File: src/rtl/iowc_pkg.sv
package iowc_pkg;
   localparam logic [7:0] IOWC_OPT_ADDR = 8'h00_C8;
   localparam logic [7:0] IOWC_OPT_RESET = 8'h00_00;
   localparam int IOWC_LES_BIT = 6;
   localparam int IOWC_ESB_BIT = 5;
   localparam int IOWC_GEN_BIT = 4;
   localparam logic [7:0] IOWC_OPT_USED = 8'h00_70;
   localparam logic [11:0] IOWC_AXI_OPT = 12'h0_0C8;
   localparam logic [11:0] IOWC_AXI_CTRL = 12'h0_0D0;
   localparam logic [11:0] IOWC_AXI_STAT = 12'h0_0D4;
   localparam logic [11:0] IOWC_AXI_OPTRD = 12'h0_0D8;
   localparam logic [1:0] IOWC_RESP_OKAY = 2'h0;
   localparam logic [1:0] IOWC_RESP_SLVERR = 2'h2;
   localparam int IOWC_STAB_NS = 2000;
   localparam int IOWC_CLK_NS = 25;
   localparam int IOWC_STAB_CYC = (IOWC_STAB_NS + IOWC_CLK_NS - 1) / IOWC_CLK_NS;
   localparam logic [15:0] IOWC_CTRL_RESET = 16'h0_000;

   typedef enum logic [3:0] {
      IOWC_RUN = 4'b0001,
      IOWC_WAIT = 4'b0010,
      IOWC_STOP = 4'b0100,
      IOWC_STAB = 4'b1000
   } iowc_state_type;

   typedef enum logic [2:0] {
      IOWC_MODE_MAIN = 3'b001,
      IOWC_MODE_IRQ = 3'b010,
      IOWC_MODE_NMI = 3'b100
   } iowc_mode_type;

   typedef struct packed {
      logic timer_irq_mask;
      logic reload_timer_overflow_mask;
      logic reload_timer_compare_mask;
      logic converter_irq_mask;
      logic serial_receive_irq_mask;
      logic serial_transmit_irq_mask;
   } iowc_masks_type;

   typedef struct packed {
      logic timer_zero_flag;
      logic reload_timer_overflow_flag;
      logic reload_timer_compare_flag;
      logic converter_done_flag;
      logic serial_byte_received_flag;
      logic serial_byte_sent_flag;
   } iowc_events_type;
endpackage

File: src/rtl/iowc_top.sv
// Register access over AXI4-Lite is this design's own decision.
`timescale 1ns/10ps
module iowc_top #(
   parameter int STAB_CYCLES = iowc_pkg::IOWC_STAB_CYC
) (
   input wire logic CLK_IN,
   input wire logic RESETN_IN,
   input wire logic S_AXI_AWVALID_IN,
   output logic S_AXI_AWREADY_OUT,
   input wire logic [11:0] S_AXI_AWADDR_IN,
   input wire logic S_AXI_WVALID_IN,
   output logic S_AXI_WREADY_OUT,
   input wire logic [31:0] S_AXI_WDATA_IN,
   input wire logic [3:0] S_AXI_WSTRB_IN,
   output logic S_AXI_BVALID_OUT,
   input wire logic S_AXI_BREADY_IN,
   output logic [1:0] S_AXI_BRESP_OUT,
   input wire logic S_AXI_ARVALID_IN,
   output logic S_AXI_ARREADY_OUT,
   input wire logic [11:0] S_AXI_ARADDR_IN,
   output logic S_AXI_RVALID_OUT,
   input wire logic S_AXI_RREADY_IN,
   output logic [31:0] S_AXI_RDATA_OUT,
   output logic [1:0] S_AXI_RRESP_OUT,
   input wire logic NMI_PIN_IN,
   input wire logic SRC1_PIN_IN,
   input wire logic SRC2_PIN_IN,
   input wire iowc_pkg::iowc_events_type EVENTS_IN,
   input wire logic WATCHDOG_ACTIVE_IN,
   input wire logic CORE_WAIT_IN,
   input wire logic CORE_STOP_IN,
   input wire iowc_pkg::iowc_mode_type CORE_MODE_IN,
   input wire logic [2:0] ACK_IN,
   output logic [4:0] IRQ_REQ_OUT,
   output logic CORE_HALT_OUT,
   output logic OSC_STOP_OUT,
   output logic WAKE_OUT,
   output logic LOWPOWER_SKIP_OUT,
   output logic [1:0] RESUME_OUT
);
   logic [7:0] opt_ff, nxt_opt;
   iowc_pkg::iowc_masks_type masks_ff;
   logic [2:0] nmi_sync_ff, s1_sync_ff, s2_sync_ff;
   logic nmi_lat_ff, s1_lat_ff, s2_lat_ff;
   iowc_pkg::iowc_state_type state_ff, nxt_state;
   iowc_pkg::iowc_mode_type entry_mode_ff;
   logic [15:0] stab_cnt_ff;
   logic [4:0] irq_ff;
   logic halt_ff, osc_ff, wake_ff, skip_ff;
   logic [1:0] resume_ff;
   logic aw_ff, w_ff, bvalid_ff, rvalid_ff;
   logic [11:0] awaddr_ff;
   logic [31:0] wdata_ff, rdata_ff;
   logic [3:0] wstrb_ff;
   logic [1:0] bresp_ff, rresp_ff;

   function automatic logic edge_of(input logic [2:0] sync, input logic rising);
      edge_of = rising ? (sync[1] & ~sync[2]) : (~sync[1] & sync[2]);
   endfunction

   // Option bits
   wire level_edge_select = opt_ff[iowc_pkg::IOWC_LES_BIT];
   wire edge_polarity_select = opt_ff[iowc_pkg::IOWC_ESB_BIT];
   wire gen = opt_ff[iowc_pkg::IOWC_GEN_BIT];

   // Source lines; pins are active low for level and falling modes
   wire nmi_edge = edge_of(nmi_sync_ff, 1'b0);
   wire s1_edge = edge_of(s1_sync_ff, 1'b0);
   wire s2_edge = edge_of(s2_sync_ff, edge_polarity_select);
   wire s1_level = ~s1_sync_ff[1];
   wire s1_req = level_edge_select ? s1_level : s1_lat_ff;
   wire s3_req = (masks_ff.timer_irq_mask & EVENTS_IN.timer_zero_flag)
      | (masks_ff.reload_timer_overflow_mask & EVENTS_IN.reload_timer_overflow_flag)
      | (masks_ff.reload_timer_compare_mask & EVENTS_IN.reload_timer_compare_flag);
   wire s4_req = (masks_ff.converter_irq_mask & EVENTS_IN.converter_done_flag)
      | (masks_ff.serial_receive_irq_mask & EVENTS_IN.serial_byte_received_flag)
      | (masks_ff.serial_transmit_irq_mask & EVENTS_IN.serial_byte_sent_flag);
   wire [3:0] mask_reqs = {s4_req, s3_req, s2_lat_ff, s1_req};
   wire [4:0] nxt_irq = {mask_reqs & {4{gen}}, nmi_lat_ff};
   wire any_pending = |nxt_irq;
   wire ext_pending = nmi_lat_ff | s1_req | s2_lat_ff;
   wire wake_any = gen & any_pending;
   wire wake_ext = gen & ext_pending;
   wire stop_ok = CORE_STOP_IN & ~WATCHDOG_ACTIVE_IN;
   wire enter_req = CORE_WAIT_IN | CORE_STOP_IN;
   wire stab_done = (stab_cnt_ff == 16'(STAB_CYCLES - 1));

   // Low-power sequencing
   always_comb begin
      nxt_state = state_ff;
      unique case (state_ff)
         iowc_pkg::IOWC_RUN: begin
            if (enter_req && !any_pending) begin
               nxt_state = stop_ok ? iowc_pkg::IOWC_STOP : iowc_pkg::IOWC_WAIT;
            end
         end
         iowc_pkg::IOWC_WAIT: begin
            if (wake_any) begin
               nxt_state = iowc_pkg::IOWC_RUN;
            end
         end
         iowc_pkg::IOWC_STOP: begin
            if (wake_ext) begin
               nxt_state = iowc_pkg::IOWC_STAB;
            end
         end
         iowc_pkg::IOWC_STAB: begin
            if (stab_done) begin
               nxt_state = iowc_pkg::IOWC_RUN;
            end
         end
         default: nxt_state = iowc_pkg::IOWC_RUN;
      endcase
   end

   wire leaving = (state_ff != iowc_pkg::IOWC_RUN) && (nxt_state == iowc_pkg::IOWC_RUN);
   // Resume code: 0 service wake vector, 1 next instruction, 2 NMI first then next
   wire [1:0] nxt_resume = (entry_mode_ff == iowc_pkg::IOWC_MODE_MAIN) ? 2'h0
      : (entry_mode_ff == iowc_pkg::IOWC_MODE_NMI) ? 2'h1
      : nmi_lat_ff ? 2'h2 : 2'h1;

   // Register bus decode
   wire wr_fire = aw_ff && w_ff && !bvalid_ff;
   wire wr_opt = wr_fire && (awaddr_ff == iowc_pkg::IOWC_AXI_OPT)
      && (wstrb_ff[0] == 1'b1);
   wire wr_ctrl = wr_fire && (awaddr_ff == iowc_pkg::IOWC_AXI_CTRL);
   wire wr_hit = (awaddr_ff == iowc_pkg::IOWC_AXI_OPT) || (awaddr_ff == iowc_pkg::IOWC_AXI_CTRL);
   wire rd_fire = S_AXI_ARVALID_IN && S_AXI_ARREADY_OUT;
   wire [31:0] stat_word = {20'h0_0000, resume_ff, state_ff, skip_ff, irq_ff[4:0]};
   wire rd_stat = S_AXI_ARADDR_IN == iowc_pkg::IOWC_AXI_STAT;
   wire rd_ctrl = S_AXI_ARADDR_IN == iowc_pkg::IOWC_AXI_CTRL;
   wire rd_hit = rd_stat || rd_ctrl;
   wire [31:0] rd_word = rd_stat ? stat_word : rd_ctrl ? {26'h000_0000, masks_ff} : 32'h0000_0000;
   assign nxt_opt = wdata_ff[7:0] & iowc_pkg::IOWC_OPT_USED;

   always_ff @(posedge CLK_IN or negedge RESETN_IN) begin
      if (!RESETN_IN) begin
         opt_ff <= iowc_pkg::IOWC_OPT_RESET;
         masks_ff <= '0;
      end else begin
         if (wr_opt) begin
            opt_ff <= nxt_opt;
         end
         if (wr_ctrl && wstrb_ff[0]) begin
            masks_ff <= wdata_ff[5:0];
         end
      end
   end

   always_ff @(posedge CLK_IN or negedge RESETN_IN) begin
      if (!RESETN_IN) begin
         aw_ff <= 1'b0;
         w_ff <= 1'b0;
         awaddr_ff <= 12'h0_000;
         wdata_ff <= 32'h0000_0000;
         wstrb_ff <= 4'h0;
         bvalid_ff <= 1'b0;
         bresp_ff <= iowc_pkg::IOWC_RESP_OKAY;
         rvalid_ff <= 1'b0;
         rdata_ff <= 32'h0000_0000;
         rresp_ff <= iowc_pkg::IOWC_RESP_OKAY;
      end else begin
         if (S_AXI_AWVALID_IN && !aw_ff) begin
            aw_ff <= 1'b1;
            awaddr_ff <= {S_AXI_AWADDR_IN[11:2], 2'b00};
         end
         if (S_AXI_WVALID_IN && !w_ff) begin
            w_ff <= 1'b1;
            wdata_ff <= S_AXI_WDATA_IN;
            wstrb_ff <= S_AXI_WSTRB_IN;
         end
         if (wr_fire) begin
            bvalid_ff <= 1'b1;
            bresp_ff <= wr_hit ? iowc_pkg::IOWC_RESP_OKAY : iowc_pkg::IOWC_RESP_SLVERR;
         end else if (bvalid_ff && S_AXI_BREADY_IN) begin
            bvalid_ff <= 1'b0;
            aw_ff <= 1'b0;
            w_ff <= 1'b0;
         end
         if (rd_fire) begin
            rvalid_ff <= 1'b1;
            rdata_ff <= rd_word;
            rresp_ff <= rd_hit ? iowc_pkg::IOWC_RESP_OKAY : iowc_pkg::IOWC_RESP_SLVERR;
         end else if (rvalid_ff && S_AXI_RREADY_IN) begin
            rvalid_ff <= 1'b0;
         end
      end
   end

   // Source latches; an edge in the acknowledge cycle wins over the clear
   always_ff @(posedge CLK_IN or negedge RESETN_IN) begin
      if (!RESETN_IN) begin
         nmi_sync_ff <= 3'h7;
         s1_sync_ff <= 3'h7;
         s2_sync_ff <= 3'h7;
         nmi_lat_ff <= 1'b0;
         s1_lat_ff <= 1'b0;
         s2_lat_ff <= 1'b0;
      end else begin
         nmi_sync_ff <= {nmi_sync_ff[1:0], NMI_PIN_IN};
         s1_sync_ff <= {s1_sync_ff[1:0], SRC1_PIN_IN};
         s2_sync_ff <= {s2_sync_ff[1:0], SRC2_PIN_IN};
         nmi_lat_ff <= nmi_edge | (nmi_lat_ff & ~ACK_IN[0]);
         s1_lat_ff <= (s1_edge & ~level_edge_select) | (s1_lat_ff & ~ACK_IN[1] & ~level_edge_select);
         s2_lat_ff <= s2_edge | (s2_lat_ff & ~ACK_IN[2]);
      end
   end

   always_ff @(posedge CLK_IN or negedge RESETN_IN) begin
      if (!RESETN_IN) begin
         state_ff <= iowc_pkg::IOWC_RUN;
         entry_mode_ff <= iowc_pkg::IOWC_MODE_MAIN;
         stab_cnt_ff <= 16'h0_000;
         irq_ff <= 5'h00;
         halt_ff <= 1'b0;
         osc_ff <= 1'b0;
         wake_ff <= 1'b0;
         skip_ff <= 1'b0;
         resume_ff <= 2'h0;
      end else begin
         state_ff <= nxt_state;
         if (state_ff == iowc_pkg::IOWC_RUN && enter_req) begin
            entry_mode_ff <= CORE_MODE_IN;
         end
         stab_cnt_ff <= (state_ff == iowc_pkg::IOWC_STAB) ? stab_cnt_ff + 16'h0_001 : 16'h0_000;
         irq_ff <= nxt_irq;
         halt_ff <= nxt_state != iowc_pkg::IOWC_RUN;
         osc_ff <= nxt_state == iowc_pkg::IOWC_STOP;
         wake_ff <= leaving;
         skip_ff <= (state_ff == iowc_pkg::IOWC_RUN) && enter_req && any_pending;
         if (leaving) begin
            resume_ff <= nxt_resume;
         end
      end
   end

   assign S_AXI_AWREADY_OUT = !aw_ff;
   assign S_AXI_WREADY_OUT = !w_ff;
   assign S_AXI_BVALID_OUT = bvalid_ff;
   assign S_AXI_BRESP_OUT = bresp_ff;
   assign S_AXI_ARREADY_OUT = !rvalid_ff && RESETN_IN;
   assign S_AXI_RVALID_OUT = rvalid_ff;
   assign S_AXI_RDATA_OUT = rdata_ff;
   assign S_AXI_RRESP_OUT = rresp_ff;
   assign IRQ_REQ_OUT = irq_ff;
   assign CORE_HALT_OUT = halt_ff;
   assign OSC_STOP_OUT = osc_ff;
   assign WAKE_OUT = wake_ff;
   assign LOWPOWER_SKIP_OUT = skip_ff;
   assign RESUME_OUT = resume_ff;
endmodule

File: config.mk
export PLATFORM = sky130hd
export DESIGN_NAME = iowc_top
export DESIGN_NICKNAME = d
export VERILOG_FILES = /design/src/rtl/iowc_pkg.sv /design/src/rtl/iowc_top.sv
export SDC_FILE = /design/constraint.sdc
export NUM_CORES = 1
export LEC_CHECK = 0
export ABC_CLOCK_PERIOD_IN_PS = 2950
export BUFFER_PORTS_ARGS = -buffer_cell sky130_fd_sc_hd__buf_2
export CORE_ASPECT_RATIO = 1.25
export CORE_MARGIN = 2
export CORE_UTILIZATION = 54
export CTS_CLUSTER_DIAMETER = 60
export DETAILED_ROUTE_END_ITERATION = 6
export HOLD_SLACK_MARGIN = 0.02
export PLACE_DENSITY = 0.93
export SYNTH_ARGS = -nofsm -noshare
export SYNTH_HDL_FRONTEND = slang
export SYNTH_SLANG_ARGS = --single-unit
File: constraint.sdc
create_clock -name CLK_IN -period 2.95 [get_ports CLK_IN]
set_clock_uncertainty 0.05 [all_clocks]
set_input_delay 0.295 -clock CLK_IN [delete_from_list [all_inputs] [get_ports CLK_IN]]
set_output_delay 0.295 -clock CLK_IN [all_outputs]
set_load 0.02 [all_outputs]
# == After elaboration in Yosys (flattened, before gate mapping) ==
# Cells that the tools add are included.
# totals
ff_bits,113
input_bits,85
out_inout_bits,52
elab_cells,138
# classes
mux,26
addsub,1
eq_ne,15
n_reduce_logical,26
bitwise,38
# ops
operator,count
"12-bit by 8-bit equality test with 1-bit output, second input constant",2
"10-bit by 6-bit equality test with 1-bit output, second input constant",2
1-bit bitwise AND,18
"16-bit by 1-bit adder with 16-bit output, second input constant",1
"16-bit by 7-bit equality test with 1-bit output, second input constant",1
1-bit logical AND,16
16-bit two-way mux,1
4-bit two-way mux,4
4-bit one-hot mux with 4 select lines,1
1-bit two-way mux,12
12-bit two-way mux,1
2-bit two-way mux,5
1-bit OR,10
1-bit NOT,9
"4-bit by 1-bit equality test with 1-bit output, second input constant",2
"4-bit by 3-bit equality test with 1-bit output, second input constant",2
"4-bit by 1-bit inequality test with 1-bit output, second input constant",2
6-bit two-way mux,1
1-bit logical NOT,5
5-bit OR reduction,1
4-bit bitwise AND,1
"4-bit by 2-bit equality test with 1-bit output, second input constant",1
"4-bit equality test, second input constant",1
2-bit nonzero test,2
other kinds (4),5

# == Logic depth before layout (Yosys ltp) ==
# Gate-level depths: netlist of the first run.
# logic_depth
ltp_word,11
depth_mapped,7

# == Worst setup path after synthesis of the first run ==
# OpenSTA, ideal clock, no wires.
# synth_timing
path_kind,flip-flop to flip-flop
start,register state_ff[1]
end,register resume_ff[0] (netlist: RESUME_OUT[0])
n_path_buf,1
setup_slack_ps,980
arrival_time_ps,1795
path_stages_with_launch,7
required_time_ps,2775
cell_sequence,dfrtp_1 or4b_1 buf_2 a41o_1 o21ai_2 and2_4 mux2_4
# synth_between
elab_chain_cells,4
# synth_lines
element,line,rtl
from (decl),iowc_top.sv:45,"iowc_pkg::iowc_state_type state_ff, nxt_state;"
from (signal assigned),iowc_top.sv:211,state_ff <= iowc_pkg::IOWC_RUN;
from (signal assigned),iowc_top.sv:221,state_ff <= nxt_state;
"4-bit equality test, or another cell as far along",iowc_top.sv:91,unique case (state_ff)
4-bit one-hot mux with 4 select lines,iowc_top.sv:91,
4-bit by 1-bit equality test with 1-bit output,iowc_top.sv:116,wire leaving = (state_ff != iowc_pkg::IOWC_RUN) && (nxt_state == iowc_pkg::IOWC_RUN);
1-bit logical AND (*),iowc_top.sv:116,
to (signal assigned),iowc_top.sv:232,resume_ff <= nxt_resume;
to (decl),iowc_top.sv:50,logic [1:0] resume_ff;
# Every way passes the cells marked *; elsewhere a longest branch is shown, timed or not.
# A chain may end at the register's enable or synchronous reset.

# == Final worst setup path of the first run ==
# layout_timing
start,register awaddr_ff[9]
end,register opt_ff[4]
# layout_between
elab_chain_cells,3
# layout_lines
element,line,rtl
from (decl),iowc_top.sv:52,logic [11:0] awaddr_ff;
from (signal assigned),iowc_top.sv:165,"awaddr_ff <= {S_AXI_AWADDR_IN[11:2], 2'b00};"
10-bit by 6-bit equality test with 1-bit output,iowc_top.sv:124,wire wr_opt = wr_fire && (awaddr_ff == iowc_pkg::IOWC_AXI_OPT)
1-bit logical AND,iowc_top.sv:124,
1-bit logical AND,iowc_top.sv:125,&& (wstrb_ff[0] == 1'b1);
to (signal assigned),iowc_top.sv:138,opt_ff <= iowc_pkg::IOWC_OPT_RESET;
to (signal assigned),iowc_top.sv:142,opt_ff <= nxt_opt;
to (decl),iowc_top.sv:41,"logic [7:0] opt_ff, nxt_opt;"
# No other way between the ends.

==> results.sh, run 1 <==
export IMPL_status="finished, final reports clean"
export IMPL_r2r_start="awaddr_ff[9]"
export IMPL_yosysTopAreaCell="dfrtp_1"
export IMPL_max_vdd_ir_drop_mv=0.447
export IMPL_cts_max_level=3
export IMPL_vias=2732
export IMPL_highest_layer="met4"
export IMPL_layout_common_cells="buf_2 (83), dfrtp_1 (80), nand2_1 (30)"
export IMPL_dieArea_um2=7920
export IMPL_finalSetupViolations=0
export IMPL_drc=0
export IMPL_pre_cts_slack_ns=0.831
export IMPL_ys_flop_type="dfrtp_1"
export IMPL_drv_cap=0
export IMPL_slew_headroom=0.268
export IMPL_clkLatencyLatePin_ns=0.36
export IMPL_vias_per_cell=5.27
export IMPL_path_max_fanout=3
export IMPL_hp_start="ACK_IN[0]"
export IMPL_synth_area_um2=3900
export IMPL_r2r_cells=4
export IMPL_die_x_um=80.0
export IMPL_path_depth=4
export IMPL_cts_tree="done"
export IMPL_crit_arrival_ns=2.36
export IMPL_grt_max_degree=92
export IMPL_grt_pass1_wl_um=12500
export IMPL_nFillCells=544
export IMPL_fin_crit_sh=0.731
export IMPL_place_hpwl_um=5550
export IMPL_cp_num_buf_inv=0
export IMPL_antennaDiodeCount=0
export IMPL_wl_per_cell_um=15.0
export IMPL_cp_required_ns=3.15
export IMPL_areaGrowthSynthToFinish_pct=17.5
export IMPL_rows=34
export IMPL_cts_buffers=9
export IMPL_multi_input_area_um2=1450
export IMPL_synthArstFlopShare=1.00
export IMPL_clockBufferDepth=2
export IMPL_critPathTopFamily="simple AND/OR/NAND/NOR gates"
export IMPL_synth_area_leaders="dfrtp_1 (51%), mux2_2 (8.4%), dfstp_2 (7.4%)"
export IMPL_p_sw_frac=0.300
export IMPL_cp_slowest_cell="nor3b_1"
export IMPL_hold_viol_final=0
export IMPL_synth_top_area_frac=0.513
export IMPL_met2_length_um=4160
export IMPL_critical_path_class="flop to flop"
export IMPL_nets=509
export IMPL_wl_met1_um=2950
export IMPL_worst_pin_slew_ns=1.10
export IMPL_endpoint_kind="flop"
export IMPL_wl_met3_um=430
export IMPL_port_buffers=84
export IMPL_grt_pass1_vias=2692
export IMPL_track_usage=0.208
export IMPL_syn_area_per_cell_um2=11.7
export IMPL_io_pins=137
export IMPL_postSynthCellCount=333
export IMPL_rsz0062_at_grt="no"
export IMPL_root_buffer="clkbuf_8"
export IMPL_die_h_um=99.0
export IMPL_ant_nets=0
export IMPL_core_um2=6980
export IMPL_max_freq_mhz=464
export IMPL_crit_end="opt_ff[4]"
export IMPL_wl_um=7770
export IMPL_yosys_warnings=0
export IMPL_finalWorstSetupSlack_ns=0.795
export IMPL_setup_tns_ns=0
export IMPL_initial_core_util=0.559
export IMPL_yosysUniqueCellTypes=48
export IMPL_cellPowerDensity_nw_per_um2=733
export IMPL_seq_power_share=0.499
export IMPL_slew_viol_final=0
export IMPL_intPower_mw=2.35
export IMPL_clock_sinks=91
export IMPL_hold_class="input pin to flop"
export IMPL_gp_congestion=0.774
export IMPL_ff_latch_area_um2=2290
export IMPL_post_cts_setup_buffers=0
export IMPL_startpoint_type="flop"
export IMPL_fin_crit_ns=2.16
export IMPL_switchingPower_mw=1.01
export IMPL_seq_area_frac_synth=0.587
export IMPL_yosys_register_bits=91
export IMPL_drive_gt1_frac=0.346
export IMPL_grt_ovfl_total=0
export IMPL_drtIter0Drc=212
export IMPL_combPwrFrac=0.221
export IMPL_startpoint="awaddr_ff[9]"
export IMPL_worstPathCellList="nor4_1 -> nand4_1 -> nor3b_1 -> mux2_2"
export IMPL_antenna_found_initial=0
export IMPL_synth_edf_count=0
export IMPL_rr_endpoint="opt_ff[4]"
export IMPL_clkPwrFrac=0.279
export IMPL_slowest_delay_ns=0.54
export IMPL_final_common_cell="buf_2"
export IMPL_dr_pass1_iters=4
export IMPL_clk_pin_slew_ns=0.09
export IMPL_r2r_slack_ns=0.79
export IMPL_p_leak_nw=2.21
cells in the mapped netlist (all sizes together) (3+ instances only):
cell type and n:
a21oi 6, nor4 3, and2 6, a22oi 7
nand4 4, and3 5, nor2 28, or4b 3
nor2b 4, buf 23, mux2 31, nor4b 3
dfrtp 80, dfstp 11, xor2 15, nand2b 4
clkbuf 8, inv 10, nand2 30, nand3 6
o21ai 19
area by class of cell:
cell class,count,share of cell area
sequential,91,0.500
multi-input combinational,222,0.316
timing repair buffer,89,0.102
clock buffer,9,0.0270
tap,90,0.0246
clock inverter,7,0.0218
inverter,10,0.00819
kinds of logic (layout without fill, tap and decap cells):
group,count (synthesis),after routing,synth area share
compound gates,45,45,0.0757
xor+xnor,17,17,0.0382
fa+ha+maj,1,1,0.00321
buf+inv,41,115,0.0610
flops,91,91,0.587
mux,32,32,0.0940
other cells,1,22,0.000962
simple gates,105,105,0.140
worst min-delay path by stage:
| stage | cells past startpoint | slack (ns) | endpoint |
|---|---|---|---|
| 2_1_floorplan | 0 | -0.05 | CORE_HALT_OUT |
| 4_1_cts | 2 | 0.05 | nmi_lat_ff |
| 5_1_grt | 2 | 0.05 | nmi_lat_ff |
| 6_report | 2 | 0.06 | nmi_lat_ff |
| 3_3_place_gp | 0 | 0.30 | s2_sync_ff[1] |
| 3_5_place_dp | 0 | 0.30 | s2_sync_ff[1] |
worst reg2reg max path, stage by stage (launching register included):
cell     delay, ns
dfrtp_1       0.39
nor4_1        0.43
nand4_1       0.22
nor3b_1       0.54
mux2_2        0.41
metrics by stage:
stage / hold slack [ns] / cells / util / total power, mW / area [µm²]
6_report: 0.0567 / 518 / 0.657 / 3.36 / 4580
5_1_grt: 0.0544 / 518 / 0.657 / 3.53 / 4580
4_1_cts: 0.0493 / 518 / 0.657 / 3.38 / 4580
3_5_place_dp: 0.297 / 499 / 0.621 / 2.44 / 4330
3_3_place_gp: 0.295 / 499 / 0.621 / 2.38 / 4330
2_1_floorplan: -0.0506 / 354 / - / 2.22 / 3980
per-layer routing:
metal  vias up  GRT usage
met5         -          0
met4         0      0.104
met3        19     0.0513
met2       102      0.354
met1      1325      0.242
li1       1286          -
power by group through the flow:
stage	logic, mW	clock network, mW	registers [mW]
2_1_floorplan	0.509	0	1.71
3_3_place_gp	0.704	0	1.68
4_1_cts	0.753	0.948	1.68
3_5_place_dp	0.739	0	1.70
5_1_grt	0.814	1.00	1.72
6_report	0.744	0.938	1.68
state kept, by name, summed over array words and instances, names as in the netlist, 2 cells and up:
name,cells
entry_mode_ff,3
nmi_sync_ff,3
S_AXI_RDATA_OUT,12
opt_ff,3
s1_sync_ff,3
masks_ff,6
state_ff,4
RESUME_OUT,2
s2_sync_ff,3
IRQ_REQ_OUT,5
wdata_ff,7
awaddr_ff,10
stab_cnt_ff,16
repair_timing:
| item | 4_1_cts | 5_1_grt |
|---|---|---|
| hold buffers | 3 | 0 |
| hold endpoints to repair | 3 | 0 |
| gates resized for setup | 0 | 0 |
(Power assumes the default switching activity.)
==> run 2, diff against run 1 <==
Settings changed: ABC_CLOCK_PERIOD_IN_PS 2950 to 2170, CORE_UTILIZATION 54 to 50, PLACE_DENSITY 0.93 to 0.87.
Clock period 2.95 ns to 2.17 ns, I/O delays scaled along.
==> run 2 against run 1 <==
Effect of this change: critical path type unchanged; register-to-register slack worse by 0.61 ns; final area up 4.8%; via count up 1.9%; global-route usage down 1.8 points; wire length down 1.0%; sequential share of layout area down 2.3 points; total power up 36%; combinational power up 40%; cell count up 5.0%; clock power up 33%; maximum frequency up 8.6%.
==> results.sh, run 2 (same netlist as run 1, synthesis figures left out) <==
export IMPL_grt_util_met1=0.212
export IMPL_grt_pass1_vias=2747
export IMPL_slew_headroom=0.532
export IMPL_hold_class="input pin to flop"
export IMPL_worst_pin_slew_ns=0.700
export IMPL_worstPathCellList="or4b_1 -> a41o_1 -> o21ai_2 -> and2_4 -> mux2_4"
export IMPL_startpoint_type="flop"
export IMPL_place_area_um2=4390
export IMPL_die_x_um=83.0
export IMPL_port_buffers=84
export IMPL_finalSetupViolations=0
export IMPL_gp_congestion=0.904
export IMPL_io_pins=137
export IMPL_ant_nets=0
export IMPL_p_leak_nw=2.30
export IMPL_clock_sinks=91
export IMPL_critical_path_class="flop to flop"
export IMPL_slew_viol_final=0
export IMPL_grt_ovfl_total=0
export IMPL_final_util=0.623
export IMPL_total_power_mw=4.57
export IMPL_wl_per_cell_um=14.1
export IMPL_ff_latch_area_um2=2290
export IMPL_wl_um=7690
export IMPL_drv_cap=0
export IMPL_met2_usage=0.342
export IMPL_final_common_cell="buf_2"
export IMPL_areaGrowthSynthToFinish_pct=23.1
export IMPL_finalWorstSetupSlack_ns=0.186
export IMPL_status="finished, final reports clean"
export IMPL_initial_core_util=0.506
export IMPL_pre_cts_slack_ns=0.209
export IMPL_critPathTopFamily="simple AND/OR/NAND/NOR gates"
export IMPL_drtIter0Drc=133
export IMPL_path_max_fanout=7
export IMPL_die_h_um=103
export IMPL_cts_max_level=3
export IMPL_rsz0062_at_grt="no"
export IMPL_use_met3=0.0440
export IMPL_endpoint_kind="flop"
export IMPL_rows=36
export IMPL_grt_busiest_layer="met2"
export IMPL_clk_pin_slew_ns=0.10
export IMPL_fin_crit_ns=1.98
export IMPL_vias=2784
export IMPL_place_hpwl_um=5670
export IMPL_dieArea_um2=8530
export IMPL_grt_pass1_wl_um=12600
export IMPL_cellPowerDensity_nw_per_um2=951
export IMPL_clkLatencyLatePin_ns=0.37
export IMPL_antennaDiodeCount=0
export IMPL_dr_pass1_iters=4
export IMPL_crit_arrival_ns=2.18
export IMPL_vias_per_cell=5.12
export IMPL_clockBufferDepth=2
export IMPL_core_um2=7700
export IMPL_track_usage=0.190
export IMPL_nFillCells=597
export IMPL_setup_tns_ns=0
export IMPL_max_freq_mhz=504
export IMPL_regMostFlops="stab_cnt_ff"
export IMPL_drive_gt1_frac=0.341
export IMPL_cp_slowest_cell="or4b_1"
export IMPL_max_vdd_ir_drop_mv=0.679
export IMPL_fin_crit_sh=0.914
export IMPL_multi_input_area_um2=1450
export IMPL_cp_required_ns=2.37
export IMPL_nets=530
export IMPL_grt_max_degree=92
export IMPL_largest_reg_flops=16
export IMPL_cts_tree="done"
export IMPL_cp_num_buf_inv=0
export IMPL_drc=0
export IMPL_hold_viol_final=0
export IMPL_layout_common_cells="buf_2 (83), dfrtp_1 (80), nand2_1 (30)"
export IMPL_post_cts_setup_buffers=0
export IMPL_slowest_delay_ns=0.54
export IMPL_cts_buffers=9
export IMPL_root_buffer="clkbuf_8"
export IMPL_fin_area_um2=4800
export IMPL_antenna_found_initial=0
==> run 2: cell count changes in the layout (fill, tap and decap cells not counted) <==
cell,previous run,this run
clkinv_8,0,2
clkinv_2,1,0
buf_4,3,7
inv_8,0,2
buf_12,0,1
clkinv_4,2,0
bufinv_16,2,1
dlygate4sd3_1,3,19
==> run 2: final cells by class <==
class | instances | area share
clock buffers | 9 | 0.0258
inverters | 10 | 0.00782
clock inverters | 7 | 0.0214
well taps | 95 | 0.0248
flip-flops and latches | 91 | 0.477
multi-input cells | 222 | 0.302
repair buffers | 110 | 0.141
==> run 2: metrics by stage <==
stage	hold slack (ns)	instances
after detailed placement	0.273	509
after floorplan	-0.129	354
after CTS	0.0209	543
after global routing	0.0250	544
after global placement	0.272	509
final	0.0253	544
==> run 2: timing repair <==
item | in CTS | in global routing
hold endpoints to repair | 99 | 1
resized for setup | 0 | 0
hold buffers | 18 | 1
==> run 2: final timing paths <==
kind / startpoint / slack (ns) / cells past startpoint / end
min in group asynchronous: RESETN_IN / 0.40 / 3 / stab_cnt_ff[14]
worst max register to register: state_ff[1] / 0.19 / 5 / RESUME_OUT[1]
max in group asynchronous: RESETN_IN / 1.31 / 3 / nmi_sync_ff[0]
worst min-delay path: S_AXI_WDATA_IN[6] / 0.03 / 2 / wdata_ff[6]
worst min register to register: s2_sync_ff[0] / 0.31 / 0 / s2_sync_ff[1]
worst max-delay path: state_ff[1] / 0.19 / 5 / RESUME_OUT[1]
==> run 2: metal layers <==
metal  share of wire  routed length, µm
met2            0.55               4210
met5               0                  0
met4           0.030                228
met3           0.046                351
met1            0.38               2900
==> run 2: worst reg2reg max path, stage by stage, from the launching register on <==
cell and delay (ns):
dfrtp_1 0.45, or4b_1 0.54, a41o_1 0.25, o21ai_2 0.09
and2_4 0.19, mux2_4 0.29
==> run 2: power breakdown <==
group | leakage [nW] | switching [mW] | internal, mW
sequential | 1.15 | 0.240 | 2.04
clock | 0.114 | 0.675 | 0.575
combinational | 1.04 | 0.513 | 0.526
total | 2.30 | 1.43 | 3.14
==> run 3, diff against run 2 <==
Settings changed: ABC_AREA set to 1, CORE_UTILIZATION 50 to 51, MAX_ROUTING_LAYER set to met4.
==> run 3 against run 2 <==
Effect of this change: global-route usage is 2.0 points higher; combinational power rose by 12%; register-to-register slack improved by 0.21 ns; final area rose by 3.0%; total power is 0.21% lower; largest cell class unchanged; clock-buffer cell count is the same; via count up 22%; critical endpoint is now masks_ff[0]; worst setup slack better by 0.21 ns; clock power is 5% lower; sequential share of layout area shrank 1.4 points; die area up 4.4%.
==> results.sh, run 3 <==
export IMPL_yosysTopAreaCell="dfrtp_1"
export IMPL_yosys_register_bits=91
export IMPL_switchingPower_mw=1.56
export IMPL_io_pins=137
export IMPL_root_buffer="clkbuf_8"
export IMPL_ys_flop_type="dfrtp_1"
export IMPL_antenna_found_initial=0
export IMPL_hp_start="S_AXI_AWADDR_IN[2]"
export IMPL_combPwrFrac=0.255
export IMPL_seq_power_share=0.484
export IMPL_rows=36
export IMPL_die_x_um=84.8
export IMPL_antennaDiodeCount=0
export IMPL_drc=0
export IMPL_layout_common_cells="nand2_1 (106), buf_2 (83), dfrtp_1 (80)"
export IMPL_synth_commonest_cells="nand2_1 (106), dfrtp_1 (80), inv_1 (61), nor2_1 (61), nand3_1 (27)"
export IMPL_setup_tns_ns=0
export IMPL_cts_buffers=9
export IMPL_status="finished, final reports clean"
export IMPL_drtIter0Drc=179
export IMPL_nets=663
export IMPL_grt_pass1_wl_um=14700
export IMPL_vias_per_cell=5.01
export IMPL_place_hpwl_um=6210
export IMPL_path_max_fanout=12
export IMPL_synth_xor_area_share=0.00421
export IMPL_worst_pin_slew_ns=0.541
export IMPL_synth_mux_area_frac=0.0190
export IMPL_cp_required_ns=2.37
export IMPL_drv_cap=0
export IMPL_fin_crit_sh=0.818
export IMPL_crit_arrival_ns=1.97
export IMPL_track_usage=0.209
export IMPL_fin_area_um2=4940
export IMPL_yosys_warnings=0
export IMPL_cts_resized_gates=0
export IMPL_drive_gt1_frac=0.242
export IMPL_clkLatencyLatePin_ns=0.36
export IMPL_largest_reg_flops=16
export IMPL_grt_pass1_vias=3331
export IMPL_total_power_mw=4.56
export IMPL_startpoint_type="flop"
export IMPL_r2r_slack_ns=0.39
export IMPL_wl_per_cell_um=13.0
export IMPL_r2r_cells=6
export IMPL_grt_max_degree=92
export IMPL_endpoint_kind="flop"
export IMPL_place_area_um2=4610
export IMPL_clock_sinks=91
export IMPL_die_h_um=105
export IMPL_seq_area_frac_synth=0.551
export IMPL_cts_max_level=3
export IMPL_synth_edf_count=0
export IMPL_postSynthCellCount=473
export IMPL_r2r_start="awaddr_ff[9]"
export IMPL_cellPowerDensity_nw_per_um2=922
export IMPL_hold_depth=2
export IMPL_critical_path_class="flop to flop"
export IMPL_p_sw_frac=0.343
export IMPL_synth_compound_area_share=0.0875
export IMPL_synth_most_common_cell="nand2_1"
export IMPL_dr_pass1_iters=5
export IMPL_fin_crit_ns=1.78
export IMPL_syn_area_per_cell_um2=8.79
export IMPL_max_vdd_ir_drop_mv=0.772
export IMPL_dieArea_um2=8900
export IMPL_yosysUniqueCellTypes=39
export IMPL_vias=3392
export IMPL_cts_tree="done"
export IMPL_initial_core_util=0.531
export IMPL_synth_simple_area_share=0.227
export IMPL_rsz0062_at_grt="no"
export IMPL_synthAdderAreaFrac=0.00301
export IMPL_clockBufferDepth=2
export IMPL_synth_top_area_frac=0.481
export IMPL_hold_class="input pin to flop"
export IMPL_slew_headroom=0.638
export IMPL_intPower_mw=3.00
export IMPL_hold_viol_final=0
export IMPL_clk_pin_slew_ns=0.10
export IMPL_finalSetupViolations=0
export IMPL_final_common_cell="nand2_1"
export IMPL_areaGrowthSynthToFinish_pct=18.9
export IMPL_max_freq_mhz=563
export IMPL_final_util=0.631
export IMPL_ant_nets=0
export IMPL_synth_top_family_by_area="simple AND/OR/NAND/NOR gates"
export IMPL_port_buffers=84
export IMPL_regMostFlops="stab_cnt_ff"
export IMPL_core_um2=7840
export IMPL_wl_um=8810
export IMPL_holdPathEnd="awaddr_ff[2]"
export IMPL_gp_congestion=0.933
export IMPL_hold_ws_ns=0.0384
export IMPL_slew_viol_final=0
export IMPL_synth_area_um2=4160
export IMPL_post_cts_setup_buffers=0
export IMPL_clkPwrFrac=0.261
export IMPL_grt_ovfl_total=0
export IMPL_synth_area_leaders="dfrtp_1 (48%), nand2_1 (9.6%), dfstp_2 (6.9%)"
export IMPL_synthArstFlopShare=1.00
export IMPL_rr_endpoint="masks_ff[0]"
export IMPL_p_leak_nw=2.55
## run 3: routing by layer
| metal | routed length (µm) | global-route usage |
|---|---|---|
| met5 | 0 | - |
| met4 | 123 | 0.0590 |
| met3 | 608 | 0.0506 |
| met2 | 4680 | 0.368 |
| met1 | 3400 | 0.236 |
## run 3: worst max path at each step
| stage | start | end |
|---|---|---|
| 3_3_place_gp | awaddr_ff[9] | masks_ff[5] |
| 4_1_cts | awaddr_ff[9] | masks_ff[0] |
| 3_5_place_dp | awaddr_ff[9] | masks_ff[0] |
| 2_1_floorplan | S_AXI_RVALID_OUT | S_AXI_RDATA_OUT[10] |
| 6_report | awaddr_ff[9] | masks_ff[0] |
| 5_1_grt | awaddr_ff[9] | masks_ff[0] |
## run 3: logic make-up (layout without fill, tap and decap cells)
group / Yosys count / in the layout
fa+ha+maj: 1 / 1
compound gates: 64 / 64
buf+inv: 91 / 179
mux: 7 / 7
xor+xnor: 2 / 2
simple gates: 216 / 216
flops: 91 / 91
other cells: 1 / 22
## run 3: what timing repair did
item / 4_1_cts / 5_1_grt
setup endpoints to repair: 0 / 0
hold buffers: 11 / 1
endpoints found under the hold margin: 90 / 1
## run 3: critical path, stage by stage, from the launching register on
cell and delay [ns]:
dfrtp_1 0.37, inv_1 0.08, nand2_1 0.09, nor4_4 0.32, nand3_1 0.46, nand2_1 0.23, o21ai_2 0.07
## run 3: area by class of cell
type / count / area [µm²]
fill: 636 / 2890
inverter: 63 / 236
clock inverter: 7 / 87.6
timing repair buffer: 100 / 586
sequential: 91 / 2290
multi-input combinational: 312 / 1500
clock buffer: 9 / 124
tap: 95 / 119
## run 3: power by group through the flow
stage	Combinational, mW	Sequential [mW]	Clock (mW)
global route	1.31	2.24	1.29
finish	1.16	2.21	1.19
CTS	1.16	2.21	1.22
detailed placement	1.13	2.23	0
floorplan	0.740	2.28	0
global placement	1.07	2.21	0
## run 3: metrics by stage
step	cells	worst slack [ns]
floorplan	494	0.568
global placement	649	0.481
detailed placement	649	0.440
CTS	676	0.376
global route	677	0.275
finish	677	0.394
